`config.mk`:
```
export PLATFORM = sky130hd
export DESIGN_NAME = pin_function_reset_config
export DESIGN_NICKNAME = d
export VERILOG_FILES = /design/src/rtl/pin_function_reset_config_pkg.sv /design/src/rtl/pin_function_reset_config.sv /design/src/rtl/pin_mux_cell.sv
export VERILOG_INCLUDE_DIRS = /design/src /design/src/rtl
export SDC_FILE = /design/constraint.sdc
export NUM_CORES = 1
export LEC_CHECK = 0
export CORE_AREA = 2 2 93 95
export CTS_CLUSTER_SIZE = 8
export DETAILED_ROUTE_END_ITERATION = 7
export DIE_AREA = 0 0 95 97
export DONT_BUFFER_PORTS = 1
export PLACE_DENSITY = 0.61
export SYNTH_ARGS = -nofsm -noshare
export SYNTH_HDL_FRONTEND = slang
export SYNTH_SLANG_ARGS = --single-unit
```
`constraint.sdc`:
```
create_clock -name core_clk -period 2.3 [get_ports core_clk]
set_input_delay 0 -clock core_clk [delete_from_list [all_inputs] [get_ports core_clk]]
set_output_delay 0 -clock core_clk [all_outputs]
set_load 0.02 [all_outputs]
```
`src/rtl/pin_function_reset_config_regs.svh`:
```
// Constants for pin function selection, reset pin states and test port pins.
`ifndef PIN_FUNCTION_RESET_CONFIG_REGS_SVH
`define PIN_FUNCTION_RESET_CONFIG_REGS_SVH

// Number of multiplexed pins handled by this block.
`define PIN_COUNT 7
// Pin positions: port C bits 0 and 1, port B bits 3 to 7.
`define PIN_PORT_C_BIT_ZERO 0
`define PIN_PORT_C_BIT_ONE 1
`define PIN_PORT_B_BIT_THREE 2
`define PIN_PORT_B_BIT_FOUR 3
// Pull-up state of the primary function while in reset, one bit per pin.
`define PIN_RESET_PULL 7'h7c
// Peripheral-enable value after reset on the full-feature variant.
`define PIN_RESET_PER_FULL 7'h7f
// Peripheral-enable value after reset on the reduced variant.
`define PIN_RESET_PER_REDUCED 7'h00
// GPIO direction (1 is output) and data after reset.
`define PIN_RESET_DIR 7'h00
`define PIN_RESET_DOUT 7'h00
// Instruction register width and the value loaded in Capture-IR.
`define TAP_IR_WIDTH 4
`define TAP_IR_CAPTURE 4'h1
`define TAP_IR_RESET 4'hf

`endif

```
`src/rtl/pin_function_reset_config_pkg.sv`:
```
// Types shared by the pin function and test port logic.
package pin_function_reset_config_pkg;

    // Per-pin configuration written by the GPIO port logic.
    typedef struct packed {
        logic [6:0] port_b_peripheral_enable;
        logic [6:0] dir;
        logic [6:0] dout;
    } pin_cfg_t;

    // Test access port controller states, one-hot.
    typedef enum logic [15:0] {
        TLR = 16'h0001,
        RTI = 16'h0002,
        SEL_DR = 16'h0004,
        CAP_DR = 16'h0008,
        SH_DR = 16'h0010,
        EX1_DR = 16'h0020,
        PA_DR = 16'h0040,
        EX2_DR = 16'h0080,
        UPD_DR = 16'h0100,
        SEL_IR = 16'h0200,
        CAP_IR = 16'h0400,
        SH_IR = 16'h0800,
        EX1_IR = 16'h1000,
        PA_IR = 16'h2000,
        EX2_IR = 16'h4000,
        UPD_IR = 16'h8000
    } tap_state_t;

endpackage

```
`src/rtl/pin_function_reset_config.sv`:
```
// Pin function selection after reset, crystal pin alternates and test port pins.
`timescale 1ns/10ps
`include "pin_function_reset_config_regs.svh"
module pin_function_reset_config
    import pin_function_reset_config_pkg::*;
#(
    parameter bit FULL_FEATURE = 1'b1
) (
    // Clock and reset.
    input wire logic core_clk,
    input wire logic sys_rst,
    // Configuration from the GPIO port logic.
    input wire logic cfg_we,
    input wire pin_cfg_t cfg_in,
    output pin_cfg_t cfg_out,
    input wire logic osc_to_core_req,
    // Peripheral side of the multiplexed pins.
    input wire logic [6:0] per_out,
    input wire logic [6:0] per_oe,
    output logic [6:0] per_in,
    output logic [6:0] gpio_in,
    // Oscillator clock routing.
    output logic osc_enable,
    output logic osc_to_core,
    output logic osc_to_pll,
    // Multiplexed pads.
    input wire logic [6:0] pad_in,
    output logic [6:0] pad_out,
    output logic [6:0] pad_oe_n,
    output logic [6:0] pad_pull_en,
    // Test port pads.
    input wire logic tck_pin,
    input wire logic tms_pin,
    input wire logic tdi_pin,
    output logic tck_pull_down,
    output logic tms_pull_up,
    output logic tdi_pull_up,
    output logic tdo_out,
    output logic tdo_oe_n,
    output logic tdo_pull_up,
    output logic [3:0] tap_ir
);
    pin_cfg_t cfg;
    pin_cfg_t next_cfg;
    pin_cfg_t cfg_reset;
    logic [6:0] pull_map;
    logic osc_core_sel;
    logic next_osc_core_sel;

    // Reset value of the enables depends on the variant; the reduced one starts every pin on GPIO.
    always_comb begin
        cfg_reset.port_b_peripheral_enable = FULL_FEATURE ? `PIN_RESET_PER_FULL
                                                          : `PIN_RESET_PER_REDUCED;
        cfg_reset.dir = `PIN_RESET_DIR;
        cfg_reset.dout = `PIN_RESET_DOUT;
        // A plain vector lets each cell take its own bit, with no shift to truncate.
        pull_map = `PIN_RESET_PULL;
    end

    // Only a software write changes the selection, so alternates never appear alone.
    always_comb begin
        next_cfg = cfg;
        next_osc_core_sel = osc_core_sel;
        if (cfg_we) begin
            next_cfg = cfg_in;
            next_osc_core_sel = osc_to_core_req;
        end
    end

    always_ff @(posedge core_clk) begin
        if (sys_rst) begin
            cfg <= cfg_reset;
            osc_core_sel <= 1'b0;
        end else begin
            cfg <= next_cfg;
            osc_core_sel <= next_osc_core_sel;
        end
    end

    // Reduced variant parks a peripheral-enabled pin until software has written; all its pins reset to GPIO.
    logic written;
    logic next_written;

    always_comb begin
        next_written = written | cfg_we;
    end

    always_ff @(posedge core_clk) begin
        if (sys_rst) begin
            written <= 1'b0;
        end else begin
            written <= next_written;
        end
    end

    // One cell per multiplexed pin.
    genvar g;
    generate
        for (g = 0; g < `PIN_COUNT; g++) begin : g_pin
            pin_mux_cell u_cell (
                .core_clk(core_clk),
                .sys_rst(sys_rst),
                .per_sel(cfg.port_b_peripheral_enable[g]),
                .parked(~FULL_FEATURE & ~written & cfg.port_b_peripheral_enable[g]),
                .gpio_dir(cfg.dir[g]),
                .gpio_dout(cfg.dout[g]),
                .reset_pull(pull_map[g]),
                .per_out(per_out[g]),
                .per_oe(per_oe[g]),
                .per_in(per_in[g]),
                .gpio_in(gpio_in[g]),
                .pad_in(pad_in[g]),
                .pad_out(pad_out[g]),
                .pad_oe_n(pad_oe_n[g]),
                .pad_pull_en(pad_pull_en[g])
            );
        end
    endgenerate

    // The oscillator runs while both crystal pins stay on their primary function.
    always_comb begin
        cfg_out = cfg;
        osc_enable = cfg.port_b_peripheral_enable[`PIN_PORT_C_BIT_ZERO]
                   & cfg.port_b_peripheral_enable[`PIN_PORT_C_BIT_ONE];
        osc_to_core = osc_enable & osc_core_sel;
        osc_to_pll = osc_enable & ~osc_core_sel;
    end

    // Test pins come from the probe, so each passes two flip-flops before use.
    logic [2:0] tsync_a;
    logic [2:0] tsync_b;
    logic tck_prev;
    logic [2:0] next_tsync_a;
    logic [2:0] next_tsync_b;
    logic next_tck_prev;

    always_comb begin
        next_tsync_a = {tck_pin, tms_pin, tdi_pin};
        next_tsync_b = tsync_a;
        next_tck_prev = tsync_b[2];
    end

    always_ff @(posedge core_clk) begin
        if (sys_rst) begin
            tsync_a <= 3'h0;
            tsync_b <= 3'h0;
            tck_prev <= 1'b0;
        end else begin
            tsync_a <= next_tsync_a;
            tsync_b <= next_tsync_b;
            tck_prev <= next_tck_prev;
        end
    end

    // The pad pulls are fixed; the edge detector works on the second stage only.
    logic tck_rise;
    logic tck_fall;

    always_comb begin
        tck_pull_down = 1'b1;
        tms_pull_up = 1'b1;
        tdi_pull_up = 1'b1;
        tck_rise = tsync_b[2] & ~tck_prev;
        tck_fall = ~tsync_b[2] & tck_prev;
    end

    // TAP controller, instruction shift path and bypass bit.
    tap_state_t state;
    tap_state_t next_state;
    logic [3:0] ir_sr;
    logic [3:0] next_ir_sr;
    logic [3:0] next_tap_ir;
    logic bypass;
    logic next_bypass;
    logic tms;
    logic tdi;

    always_comb begin
        tms = tsync_b[1];
        tdi = tsync_b[0];
        next_state = state;
        next_ir_sr = ir_sr;
        next_tap_ir = tap_ir;
        next_bypass = bypass;
        if (tck_rise) begin
            case (state)
                TLR: next_state = tms ? TLR : RTI;
                RTI: next_state = tms ? SEL_DR : RTI;
                SEL_DR: next_state = tms ? SEL_IR : CAP_DR;
                CAP_DR: next_state = tms ? EX1_DR : SH_DR;
                SH_DR: next_state = tms ? EX1_DR : SH_DR;
                EX1_DR: next_state = tms ? UPD_DR : PA_DR;
                PA_DR: next_state = tms ? EX2_DR : PA_DR;
                EX2_DR: next_state = tms ? UPD_DR : SH_DR;
                UPD_DR: next_state = tms ? SEL_DR : RTI;
                SEL_IR: next_state = tms ? TLR : CAP_IR;
                CAP_IR: next_state = tms ? EX1_IR : SH_IR;
                SH_IR: next_state = tms ? EX1_IR : SH_IR;
                EX1_IR: next_state = tms ? UPD_IR : PA_IR;
                PA_IR: next_state = tms ? EX2_IR : PA_IR;
                EX2_IR: next_state = tms ? UPD_IR : SH_IR;
                UPD_IR: next_state = tms ? SEL_DR : RTI;
                default: next_state = TLR;
            endcase
            case (state)
                TLR: next_tap_ir = `TAP_IR_RESET;
                CAP_IR: next_ir_sr = `TAP_IR_CAPTURE;
                SH_IR: next_ir_sr = {tdi, ir_sr[3:1]};
                UPD_IR: next_tap_ir = ir_sr;
                CAP_DR: next_bypass = 1'b0;
                SH_DR: next_bypass = tdi;
                default: next_bypass = bypass;
            endcase
        end
    end

    // Output data and driver only move on the falling edge, a half period after shift.
    logic next_tdo_out;
    logic next_tdo_oe_n;

    always_comb begin
        next_tdo_out = tdo_out;
        next_tdo_oe_n = tdo_oe_n;
        if (tck_fall) begin
            next_tdo_oe_n = ~((state == SH_IR) || (state == SH_DR));
            next_tdo_out = (state == SH_IR) ? ir_sr[0] : bypass;
        end
        tdo_pull_up = tdo_oe_n;
    end

    always_ff @(posedge core_clk) begin
        if (sys_rst) begin
            state <= TLR;
            ir_sr <= `TAP_IR_RESET;
            tap_ir <= `TAP_IR_RESET;
            bypass <= 1'b0;
            tdo_out <= 1'b0;
            tdo_oe_n <= 1'b1;
        end else begin
            state <= next_state;
            ir_sr <= next_ir_sr;
            tap_ir <= next_tap_ir;
            bypass <= next_bypass;
            tdo_out <= next_tdo_out;
            tdo_oe_n <= next_tdo_oe_n;
        end
    end
endmodule // pin_function_reset_config

```
`src/rtl/pin_mux_cell.sv`:
```
// One multiplexed pin: input synchroniser and peripheral or GPIO routing.
`timescale 1ns/10ps
module pin_mux_cell (
    // Clock and reset.
    input wire logic core_clk,
    input wire logic sys_rst,
    // Selection and GPIO settings.
    input wire logic per_sel,
    input wire logic parked,
    input wire logic gpio_dir,
    input wire logic gpio_dout,
    input wire logic reset_pull,
    // Peripheral side.
    input wire logic per_out,
    input wire logic per_oe,
    output logic per_in,
    output logic gpio_in,
    // Pad side.
    input wire logic pad_in,
    output logic pad_out,
    output logic pad_oe_n,
    output logic pad_pull_en
);
    logic sync_a;
    logic sync_b;
    logic next_sync_a;
    logic next_sync_b;

    // Pad input is asynchronous to core_clk, so it passes two flip-flops.
    always_comb begin
        next_sync_a = pad_in;
        next_sync_b = sync_a;
    end

    always_ff @(posedge core_clk) begin
        if (sys_rst) begin
            sync_a <= 1'b0;
            sync_b <= 1'b0;
        end else begin
            sync_a <= next_sync_a;
            sync_b <= next_sync_b;
        end
    end

    // Reset forces the primary reset state; afterwards the enable picks the owner.
    always_comb begin
        pad_out = per_sel ? per_out : gpio_dout;
        pad_pull_en = reset_pull;
        if (sys_rst || parked) begin
            pad_oe_n = 1'b1;
        end else if (per_sel) begin
            pad_oe_n = ~per_oe;
        end else begin
            pad_oe_n = ~gpio_dir;
        end
        per_in = per_sel & ~parked & sync_b;
        gpio_in = ~per_sel & ~parked & sync_b;
    end
endmodule // pin_mux_cell

```
# Word-level counts from Yosys, hierarchy flattened
# Index checks and enable logic that the tools add are counted.
# op_classes
n_mux	38
n_eq_ne	16
n_bitwise	44
n_reduce_logical	10
# op_table
op	count
$pmux W16 S12	1
$mux W16	2
$not A1 Y1	25
$mux W1	22
$and A1 B1 Y1	19
$mux W9	2
$eq A16 B1 Y1 const B	1
$eq A16 B10 Y1 const B	1
$eq A16 B11 Y1 const B	1
$eq A16 B12 Y1 const B	1
$eq A16 B13 Y1 const B	1
$eq A16 B14 Y1 const B	1
$eq A16 B15 Y1 const B	1
$eq A16 B16 Y1 const B	1
$eq A16 B2 Y1 const B	1
$eq A16 B3 Y1 const B	1
$eq A16 B4 Y1 const B	1
$eq A16 B5 Y1 const B	1
$eq A16 B6 Y1 const B	1
$eq A16 B7 Y1 const B	1
$eq A16 B8 Y1 const B	1
$eq A16 B9 Y1 const B	1
$pmux W4 S2	2
$mux W15	1
13 further kinds	18
# word_totals
out_inout_bits	69
in_bits	49
reg_bits	70

# Logic depth before layout (Yosys ltp)
# Gate-level depths: netlist of run 1.
# depth
word_depth	3
ltp_mapped	6

# Modules after synthesis
# A second synthesis of run 1 with hierarchy kept.
# hier_totals
cells_unflattened	360
area_unflattened_um2	3344.5
# modules_own_cells
module	cells_each	area_per_inst_um2	n_inst	seq_area_each_um2
pin_function_reset_config	290	2608.8	1	1121.1
pin_mux_cell	10	105.1	7	40.0

# Least setup slack after synthesis of run 1
# OpenSTA, ideal clock, no wires.
# synth_path
path_type	register to register
start	register state[14]
end	register ir_sr[1]
required_time_ns	2.178
arrival_ns	1.918
stages_incl_launch_ff	6
setup_slack_ns	0.260
synth_period_minus_slack_ns	2.040
path_cell_list	dfxtp_1 > clkbuf_1 > nor4_1 > nand4_1 > or3_1 > a221o_1
# synth_via
elab_chain_len	3
# synth_rtl
element	line_no	rtl
start, declared	pin_function_reset_config.sv:168	tap_state_t state;
start signal, assigned	pin_function_reset_config.sv:240	state <= next_state;
$eq A16 B12 Y1 / $eq A16 B11 Y1 (equally long branches)	pin_function_reset_config.sv:205	case (state)
$reduce_bool A2 Y1 (no source line)	n/a	
$reduce_and A2 Y1 (no source line)	n/a	
end signal, assigned	pin_function_reset_config.sv:234	ir_sr <= `TAP_IR_RESET;
end signal, assigned	pin_function_reset_config.sv:241	ir_sr <= next_ir_sr;
end, declared	pin_function_reset_config.sv:170	logic [3:0] ir_sr;
# Parallel ways exist; a longest one is shown, timed or not.
# A chain may end at the register's enable or synchronous reset.

# Worst setup path in the final report of run 1
# layout_path
start	register state[8]
end	register state[4]
# layout_via
elab_chain_len	3
# layout_rtl
element	line_no	rtl
$eq A16 B16 Y1, or another cell as far along	pin_function_reset_config.sv:186	case (state)
$reduce_or A3 Y1 (no source line) / $reduce_or A2 Y1 (equally long branches)	n/a	
$pmux W16 S12 *	pin_function_reset_config.sv:186	
# Mark *: on every way between the ends. The rest lies on a longest branch, timed or not.

==> results of run 1 <==
## layout make-up
cell class,instances,share of cell area
Clock buffer,9,0.03027
Tap cell,105,0.03210
Clock inverter,6,0.02721
Timing Repair Buffer,65,0.1547
Sequential cell,70,0.3424
Multi-Input combinational cell,263,0.4133
## synth_stat cells, drive strengths merged
library cell	number
nand3b	1
a21oi	15
a21o	1
clkbuf	19
mux2	7
o211ai	1
o21ai	7
xor2	4
and4b	1
a311o	1
nand3	9
a221o	4
nor4b	3
xnor2	4
mux2i	24
conb	2
o211a	1
or2	7
o22ai	4
a211oi	2
nor3b	1
dfxtp	70
or3	3
and2	9
nor3	8
a22oi	3
o21bai	1
nor2b	41
buf	66
and3	3
nand4b	2
nor4	11
o31ai	1
nor2	33
or4b	1
a211o	7
nand2	17
nand4	6
or4	5
nand2b	5
## final timing paths
path	start	end	slack, ns	depth (start not counted)
max	state[8]	state[4]	0.16	5
max reg2reg	state[8]	state[4]	0.16	5
min reg2reg	g_pin[3].u_cell.next_sync_b	g_pin[3].u_cell.sync_b	0.44	1
min	sys_rst	pad_oe_n[3]	0.15	1
## stage by stage
stage	setup slack [ns]	utilization
after global routing	0.07076	0.5032
after CTS	0.1759	0.5019
after detailed placement	0.1957	0.4093
after floorplan	0.2600	-
after global placement	0.2352	0.4093
final	0.1630	0.5032
## per-layer routing
metal | global-route usage | vias to the layer above
met4 | 0.04682 | 0
met2 | 0.3017 | 94
met3 | 0.06542 | 11
met5 | 0 | -
li1 | - | 1341
met1 | 0.2062 | 1284
## registers in the layout, indices dropped and copies added, names as in the netlist
| signal | cells |
|---|---|
| cfg_out | 21 |
| state | 16 |
| g_pin.u_cell.next_sync_b | 7 |
| g_pin.u_cell.sync_b | 7 |
| ir_sr | 4 |
| tap_ir | 4 |
| next_tsync_b | 3 |
| tsync_b | 3 |
| bypass | 1 |
| osc_core_sel | 1 |
| tck_prev | 1 |
| tdo_oe_n | 1 |
| tdo_out | 1 |
## where the power goes
part           switching [uW]  total [uW]  internal, uW
clock                     463        1180           714
sequential               72.3        1330          1260
combinational             147         304           157
## critical path, stage by stage, from the launching register on
cell and delay (ns):
dfxtp_1 0.36, or4_1 0.64, or4_4 0.55, nor4b_2 0.29, o21ai_1 0.08, a21oi_1 0.15
## cell families after synthesis
family                    Yosys count
xor gates and xnor gates            8
other                               2
buffers and inverters              85
muxes                              31
DFF                                70
AOI/OAI and AO/OA                  48
and+or+nand+nor                   166
==> results_dict.tcl, run 1 <==
set metrics [dict create \
    drive_gt1_frac 0.1162 \
    ir_drop_v 0.0003849 \
    dp_cells 452 \
    final_area_sq_um 4093 \
    multiInputGateArea_sq_um 1692 \
    drtAntennaViolNets 0 \
    fin_crit_ns 2.137 \
    hpwl_mm 5.070 \
    wl_met2_mm 4.030 \
    synthXorXnorAreaFrac 0.01936 \
    numPortBuffers 0 \
    drtIter0Drc 76 \
    yosys-top-cells-area "dfxtp_1 (39%), buf_4 (12%), nor2b_1 (7.1%)" \
    antenna_cells 0 \
    drt-total-wl_mm 8.017 \
    tightest_slew_ns 0.4814 \
    setup_viol 0 \
    fmax_mhz 468.0 \
    synth_top_family_by_area "simple AND/OR/NAND/NOR gates" \
    p_per_area_nw_per_um2 686.3 \
    ys_ff_latch 70 \
    fin_nets 458 \
    slew_viol_final 0 \
    overflow 0 \
    cts_tree "built" \
    cts_buffers 9 \
    syn_to_final_growth_pct 13.11 \
    startpoint_type "flop" \
    layout.cells.non_filler 518 \
    wl_met3_um 504 \
    fin_tns_setup_ns 0 \
    path_max_fanout 6 \
    start_util 0.4449 \
    syn_inst 410 \
    clock_latency_ns 0.35 \
    muxShareOfSynthArea 0.08817 \
    grt_use_total 0.1769 \
    post-cts-setup-buffers 0 \
    avgSynthCellArea_sq_um 8.826 \
    dieArea_sq_um 9215 \
    met1Wirelength_mm 3.373 \
    cts_resized 0 \
    synth_compound_area_frac 0.08956 \
    power.leakage_uw 0.001641 \
    row_count 33 \
    required_ns 2.58 \
    dr_total_vias 2730 \
    first_pass_iters 4 \
    cp.arrival_ns 2.42 \
    cts_buffer_depth 2 \
    worstHoldPathType "input port to primary output" \
    setup.worst_path.class "flop to flop" \
    regArea_sq_um 1401 \
    wire_per_inst_um 15.48 \
    synth-adder-area-share 0 \
    htreeDepth 3 \
    highest_layer "met4" \
    yosys.area_share.simple 0.2600 \
    total_power_uw 2809 \
    clockRootBuffer "clkbuf_8" \
    ys_types 48 \
    hold_violations 0 \
    grt_max_degree 71 \
    cap_violations 0 \
    die_y_um 97 \
    timing.final.crit_share 0.9291 \
    place_area_sq_um 3329 \
    clk_pin_slew_ns 0.08 \
    vias_per_cell 5.270 \
    relSlewSlack 0.6746 \
    clkSinkCount 70 \
    grt_pass1_wl_mm 12.76 \
    coreArea_sq_um 8134 \
    yosys.area.top_type_share 0.3873 \
    layout_commonest_cell "dfxtp_1" \
    ys_seq_area_frac 0.3873 \
    yosys_warnings 0 \
    die_w_um 95 \
    synth_area_sq_um 3618 \
    drcViolationCount 0 \
    timing.hold.ws_ns 0.1460 \
    cp-end-kind "flop" \
    rsz0062_at_grt "no" \
    grt_pass1_vias 2559 \
    synth_area_leader_cell "dfxtp_1" \
    gp_congestion 0.9226 \
    io_pins 118 \
    antenna_found_initial 0 \
    status "complete, no violations" \
    n_fill_cell 750 \
    hold_buffers 50 \
    fin_worst_skew_ns 0.009510 \
    final_cell_mix "dfxtp_1 (70), dlygate4sd3_1 (50), nor2b_1 (41)" \
]
Note: power is estimated with default switching activity, not from simulation.
==> inputs of run 2 (changes only) <==
--- a/config.mk
+++ b/config.mk
@@ -8,4 +8,5 @@
 export LEC_CHECK = 0
 export CORE_AREA = 2 2 93 95
+export CTS_BUF_LIST = sky130_fd_sc_hd__clkbuf_4 sky130_fd_sc_hd__clkbuf_8
 export CTS_CLUSTER_SIZE = 8
 export DETAILED_ROUTE_END_ITERATION = 7
==> constraint.sdc (replaced) <==
create_clock -name core_clk -period 2.3 [get_ports core_clk]
set_input_delay 0.23 -clock core_clk [delete_from_list [all_inputs] [get_ports core_clk]]
set_output_delay 0.23 -clock core_clk [all_outputs]
set_load 0.02 [all_outputs]
==> run 2 against run 1 <==
Net effect:
- combinational power decreased by 20%
- final area decreased by 8.6%
- register-to-register slack about the same
- via count decreased by 5.5%
- sequential share of layout area increased by 3.2 points
- sequential power about the same
- critical path type unchanged
==> results_dict.tcl, run 2 (synthesized netlist as in run 1, its figures left out) <==
set metrics [dict create \
    grt_use_total 0.1642 \
    p_clk_frac 0.428 \
    final_cell_mix "dfxtp_1 (70), nor2b_1 (41), nor2_1 (33)" \
    layout_commonest_cell "dfxtp_1" \
    p_sw_uw 664.3 \
    timing.rr.end "state[4]" \
    wire_per_inst_um 15.37 \
    cts_tree "built" \
    numPortBuffers 0 \
    largest_register_ffs 21 \
    fin_crit_ns 2.122 \
    regToRegStartpoint "state[8]" \
    coreArea_sq_um 8134 \
    drt-total-wl_mm 7.425 \
    die_w_um 95 \
    antenna_found_initial 0 \
    place_ws_ns 0.1957 \
    clk_pin_slew_ns 0.08 \
    first_pass_iters 6 \
    gp_congestion 0.9226 \
    dieArea_sq_um 9215 \
    worstSetupEndpoint "state[4]" \
    rsz0062_at_grt "no" \
    drtAntennaViolNets 0 \
    clockRootBuffer "clkbuf_8" \
    max_stage_delay_ns 0.64 \
    slew_viol_final 0 \
    hold_violations 0 \
    io_pins 118 \
    p_per_area_nw_per_um2 733.3 \
    cp-end-kind "flop" \
    setup_viol 0 \
    antenna_cells 0 \
    cts_buffer_depth 2 \
    path_max_fanout 6 \
    power.leakage_uw 0.001505 \
    fin_worst_skew_ns 0.01100 \
    dr_total_vias 2581 \
    cp.arrival_ns 2.40 \
    status "complete, no violations" \
    grt_pass1_wl_mm 11.84 \
    crit_chain "or4_1 -> or4_4 -> nor4b_2 -> o21ai_1 -> a21oi_1" \
    setup_ws_ns 0.1778 \
    ir_drop_v 0.0003808 \
    start_util 0.4449 \
    switching_share 0.2421 \
    required_ns 2.58 \
    worstHoldPathType "input port to flop" \
    clock_latency_ns 0.35 \
    seqPwrFrac 0.483 \
    timing.final.crit_share 0.9227 \
    cts_buffers 9 \
    htreeDepth 3 \
    crit_path_top_delay_cell "or4_1" \
    setup.worst_path.class "flop to flop" \
    vias_per_cell 5.344 \
    grt_max_degree 68 \
    reg2reg_slack_ns 0.18 \
    r2r_cells 5 \
    grt_pass1_vias 2363 \
    drcViolationCount 0 \
    fmax_mhz 471.2 \
    syn_to_final_growth_pct 3.423 \
    fin_tns_setup_ns 0 \
    drtIter0Drc 82 \
    cap_violations 0 \
    clkSinkCount 70 \
    crit_start "state[8]" \
    timing.hold.ws_ns 0.01306 \
    startpoint_type "flop" \
    fin_nets 423 \
    p_int_uw 2080 \
    p_comb_frac 0.088 \
    hpwl_mm 5.070 \
    overflow 0 \
    drive_gt1_frac 0.1270 \
    die_y_um 97 \
    row_count 33 \
]
-- run 2: changes by cell type in the layout (fill, tap and decap cells not counted) --
cell           before  now
dlygate4sd3_1      50   15
-- run 2: layout make-up --
type                    count  area (sq um)
fillers                   802          4392
clock inverters             6         111.4
multi-input cells         263          1692
repair buffers             30         282.8
flip-flops and latches     70          1401
well taps                 105         131.4
clock buffers               9         123.9
-- run 2: critical path, delay by kind of cell, from the launching register on --
family             cells  cell delay, ns
DFF                    1            0.36
and+or+nand+nor        3            1.46
AOI/OAI and AO/OA      2            0.23
-- run 2: worst min-delay path by stage --
stage | start | to | slack [ns] | depth (start not counted)
2_1_floorplan | cfg_in[20] | cfg_out[20] | 0.35 | 1
3_3_place_gp | sys_rst | cfg_out[0] | 0.31 | 1
3_5_place_dp | sys_rst | cfg_out[8] | 0.31 | 1
4_1_cts | tms_pin | next_tsync_b[1] | 0.002 | 1
5_1_grt | pad_in[6] | g_pin[6].u_cell.next_sync_b | 0.002 | 1
6_report | pad_in[6] | g_pin[6].u_cell.next_sync_b | 0.01 | 1
-- run 2: timing repair --
item,CTS,global route
buffers inserted,0,0
hold buffers,12,4
gates resized for setup,0,0
endpoints found under the hold margin,67,3
-- run 2: power by group through the flow --
stage | Sequential, uW | Combinational (uW) | Clock (uW)
2_1_floorplan | 1310 | 309 | 0
3_3_place_gp | 1350 | 194 | 0
3_5_place_dp | 1360 | 196 | 0
4_1_cts | 1330 | 238 | 1210
5_1_grt | 1330 | 265 | 1270
6_report | 1330 | 243 | 1180
-- run 2: per-layer routing --
layer,part of all wire,GRT usage
met5,0,0
met4,0.015,0.04682
met3,0.080,0.06854
met2,0.48,0.2619
met1,0.43,0.2014
-- run 2: metrics by stage --
step | instances | area, sq um | power [uW] | util
CTS | 479 | 3702 | 2778 | 0.4552
finish | 483 | 3742 | 2744 | 0.4601
global route | 483 | 3742 | 2872 | 0.4601
global placement | 452 | 3329 | 1548 | 0.4093
floorplan | 418 | 3649 | 1619 | -
detailed placement | 452 | 3329 | 1552 | 0.4093
==> inputs of run 3 (changes only) <==
- RECOVER_POWER: not set -> 25
- REMOVE_ABC_BUFFERS: not set -> 1
- SLEW_MARGIN: not set -> 20
==> run 3 against run 2 <==
Net effect:
- clock power down 5%
- hold slack better by 0.0029 ns
- combinational power down 4%
- sequential power about the same
- non-clock buffer count down 5
- critical endpoint unchanged
- largest power group unchanged
==> results_dict.tcl, run 3 (synthesized netlist as in run 1, its figures left out) <==
set metrics [dict create \
    status "complete, no violations" \
    regToRegStartpoint "state[0]" \
    final_cell_mix "dfxtp_1 (70), nor2b_1 (41), nor2_1 (33)" \
    p_per_area_nw_per_um2 732.1 \
    final_area_sq_um 3661 \
    crit_path_top_delay_cell "or4_4" \
    setup_viol 0 \
    cts_buffer_depth 2 \
    overflow 0 \
    startpoint_type "flop" \
    cap_violations 0 \
    drt-total-wl_mm 7.554 \
    wire_per_inst_um 15.77 \
    hpwl_mm 5.047 \
    syn_to_final_growth_pct 1.176 \
    post-cts-setup-buffers 0 \
    first_pass_iters 4 \
    vias_per_cell 5.315 \
    cp_common_cell "or4_4" \
    place_area_sq_um 3329 \
    fin_nets 418 \
    fin_tns_setup_ns 0 \
    switching_share 0.2614 \
    grt_pass1_vias 2467 \
    dr_total_vias 2546 \
    die_y_um 97 \
    path_max_fanout 7 \
    timing.final.crit_share 0.9236 \
    dieArea_sq_um 9215 \
    clock_latency_ns 0.33 \
    fmax_mhz 470.8 \
    p_clk_frac 0.419 \
    cts_tree "built" \
    layout_commonest_cell "dfxtp_1" \
    crit_family "simple AND/OR/NAND/NOR gates" \
    cp-end-kind "flop" \
    tightest_slew_ns 1.250 \
    numPortBuffers 0 \
    hold_buffers 10 \
    crit_start "state[0]" \
    setup.worst_path.class "flop to flop" \
    rsz0062_at_grt "no" \
    clockRootBuffer "clkbuf_8" \
    worstHoldStart "pad_in[3]" \
    required_ns 2.54 \
    antenna_cells 0 \
    place_ws_ns 0.2160 \
    drcViolationCount 0 \
    die_w_um 95 \
    cp.arrival_ns 2.37 \
    start_util 0.4449 \
    clkSinkCount 70 \
    cp_num_buf_inv 0 \
    grt_max_degree 65 \
    power.leakage_uw 0.001475 \
    drtIter0Drc 172 \
    relSlewSlack 0.1665 \
    ir_drop_v 0.0003984 \
    grt_use_total 0.1667 \
    gp_congestion 0.9569 \
    hold_violations 0 \
    antenna_found_initial 0 \
    io_pins 118 \
    cts_buffers 9 \
    p_comb_frac 0.087 \
    n_fill_cell 780 \
    worstHoldPathType "input port to flop" \
    regArea_sq_um 1401 \
    slew_viol_final 0 \
    coreArea_sq_um 8134 \
    clk_pin_slew_ns 0.09 \
    crit_chain "or4_4 -> or4_4 -> nor4b_2 -> o21ai_1 -> a21oi_1" \
    drive_gt1_frac 0.1310 \
    cts_resized 0 \
    grt_pass1_wl_mm 12.21 \
    p_sw_uw 700.7 \
    seqPwrFrac 0.494 \
    largest_register_ffs 21 \
    fin_worst_skew_ns 0.007006 \
    p_int_uw 1980 \
    drtAntennaViolNets 0 \
    max_stage_delay_ns 0.59 \
    fin_crit_ns 2.124 \
    multiInputGateArea_sq_um 1692 \
    htreeDepth 3 \
    setup_ws_ns 0.1757 \
    row_count 33 \
]
-- run 3: cell count changes in the layout (fill, tap and decap cells not counted), sizes merged --
cell         change
buf              -1
bufinv           -1
clkbuf           +1
clkinv           -1
dlygate4sd3      -5
inv              +3
-- run 3: path summary, 6_finish.rpt --
check                                                   end  slack (ns)  depth (start not counted)
worst max-delay path                               state[4]        0.18                          5
worst min-delay path            g_pin[3].u_cell.next_sync_b        0.02                          1
worst min register to register                   tsync_b[1]        0.44                          1
worst max register to register                     state[4]        0.18                          5
-- run 3: per-stage QoR --
stage / hold WS, ns / std cells / utilization / power, uW
2_1_floorplan: 0.2991 / 333 / - / 1513
3_3_place_gp: 0.3136 / 452 / 0.4093 / 1548
3_5_place_dp: 0.3163 / 452 / 0.4093 / 1551
4_1_cts: 0.0002129 / 478 / 0.4516 / 2722
5_1_grt: 0.01212 / 479 / 0.4501 / 2809
6_report: 0.01599 / 479 / 0.4501 / 2680
-- run 3: final cells by class --
class	instances	area share
multi-input combinational	263	0.4621
sequential	70	0.3828
timing repair buffer	25	0.05742
tap	105	0.03589
clock buffer	9	0.03383
clock inverter	7	0.02802
-- run 3: routing by layer --
metal,vias to the layer above,part of all wire,GRT usage
li1,1255,-,-
met1,1199,0.44,0.2169
met2,84,0.50,0.2679
met3,8,0.051,0.03037
met4,0,0.016,0.07023
met5,-,0,0
-- run 3: worst register-to-register path, delay by kind of cell (launching register included) --
kind             cells  cell delay (ns)
AND/OR/NAND/NOR      3             1.44
flip-flops           1             0.36
AO/OA/AOI/OAI        2             0.24
-- run 3: power groups by stage --
stage          Combinational [uW]  Clock (uW)  Sequential (uW)
3_5_place_dp                  198           0             1350
6_report                      233        1120             1320
5_1_grt                       255        1220             1330
4_1_cts                       238        1160             1320
2_1_floorplan                 170           0             1340
3_3_place_gp                  196           0             1350
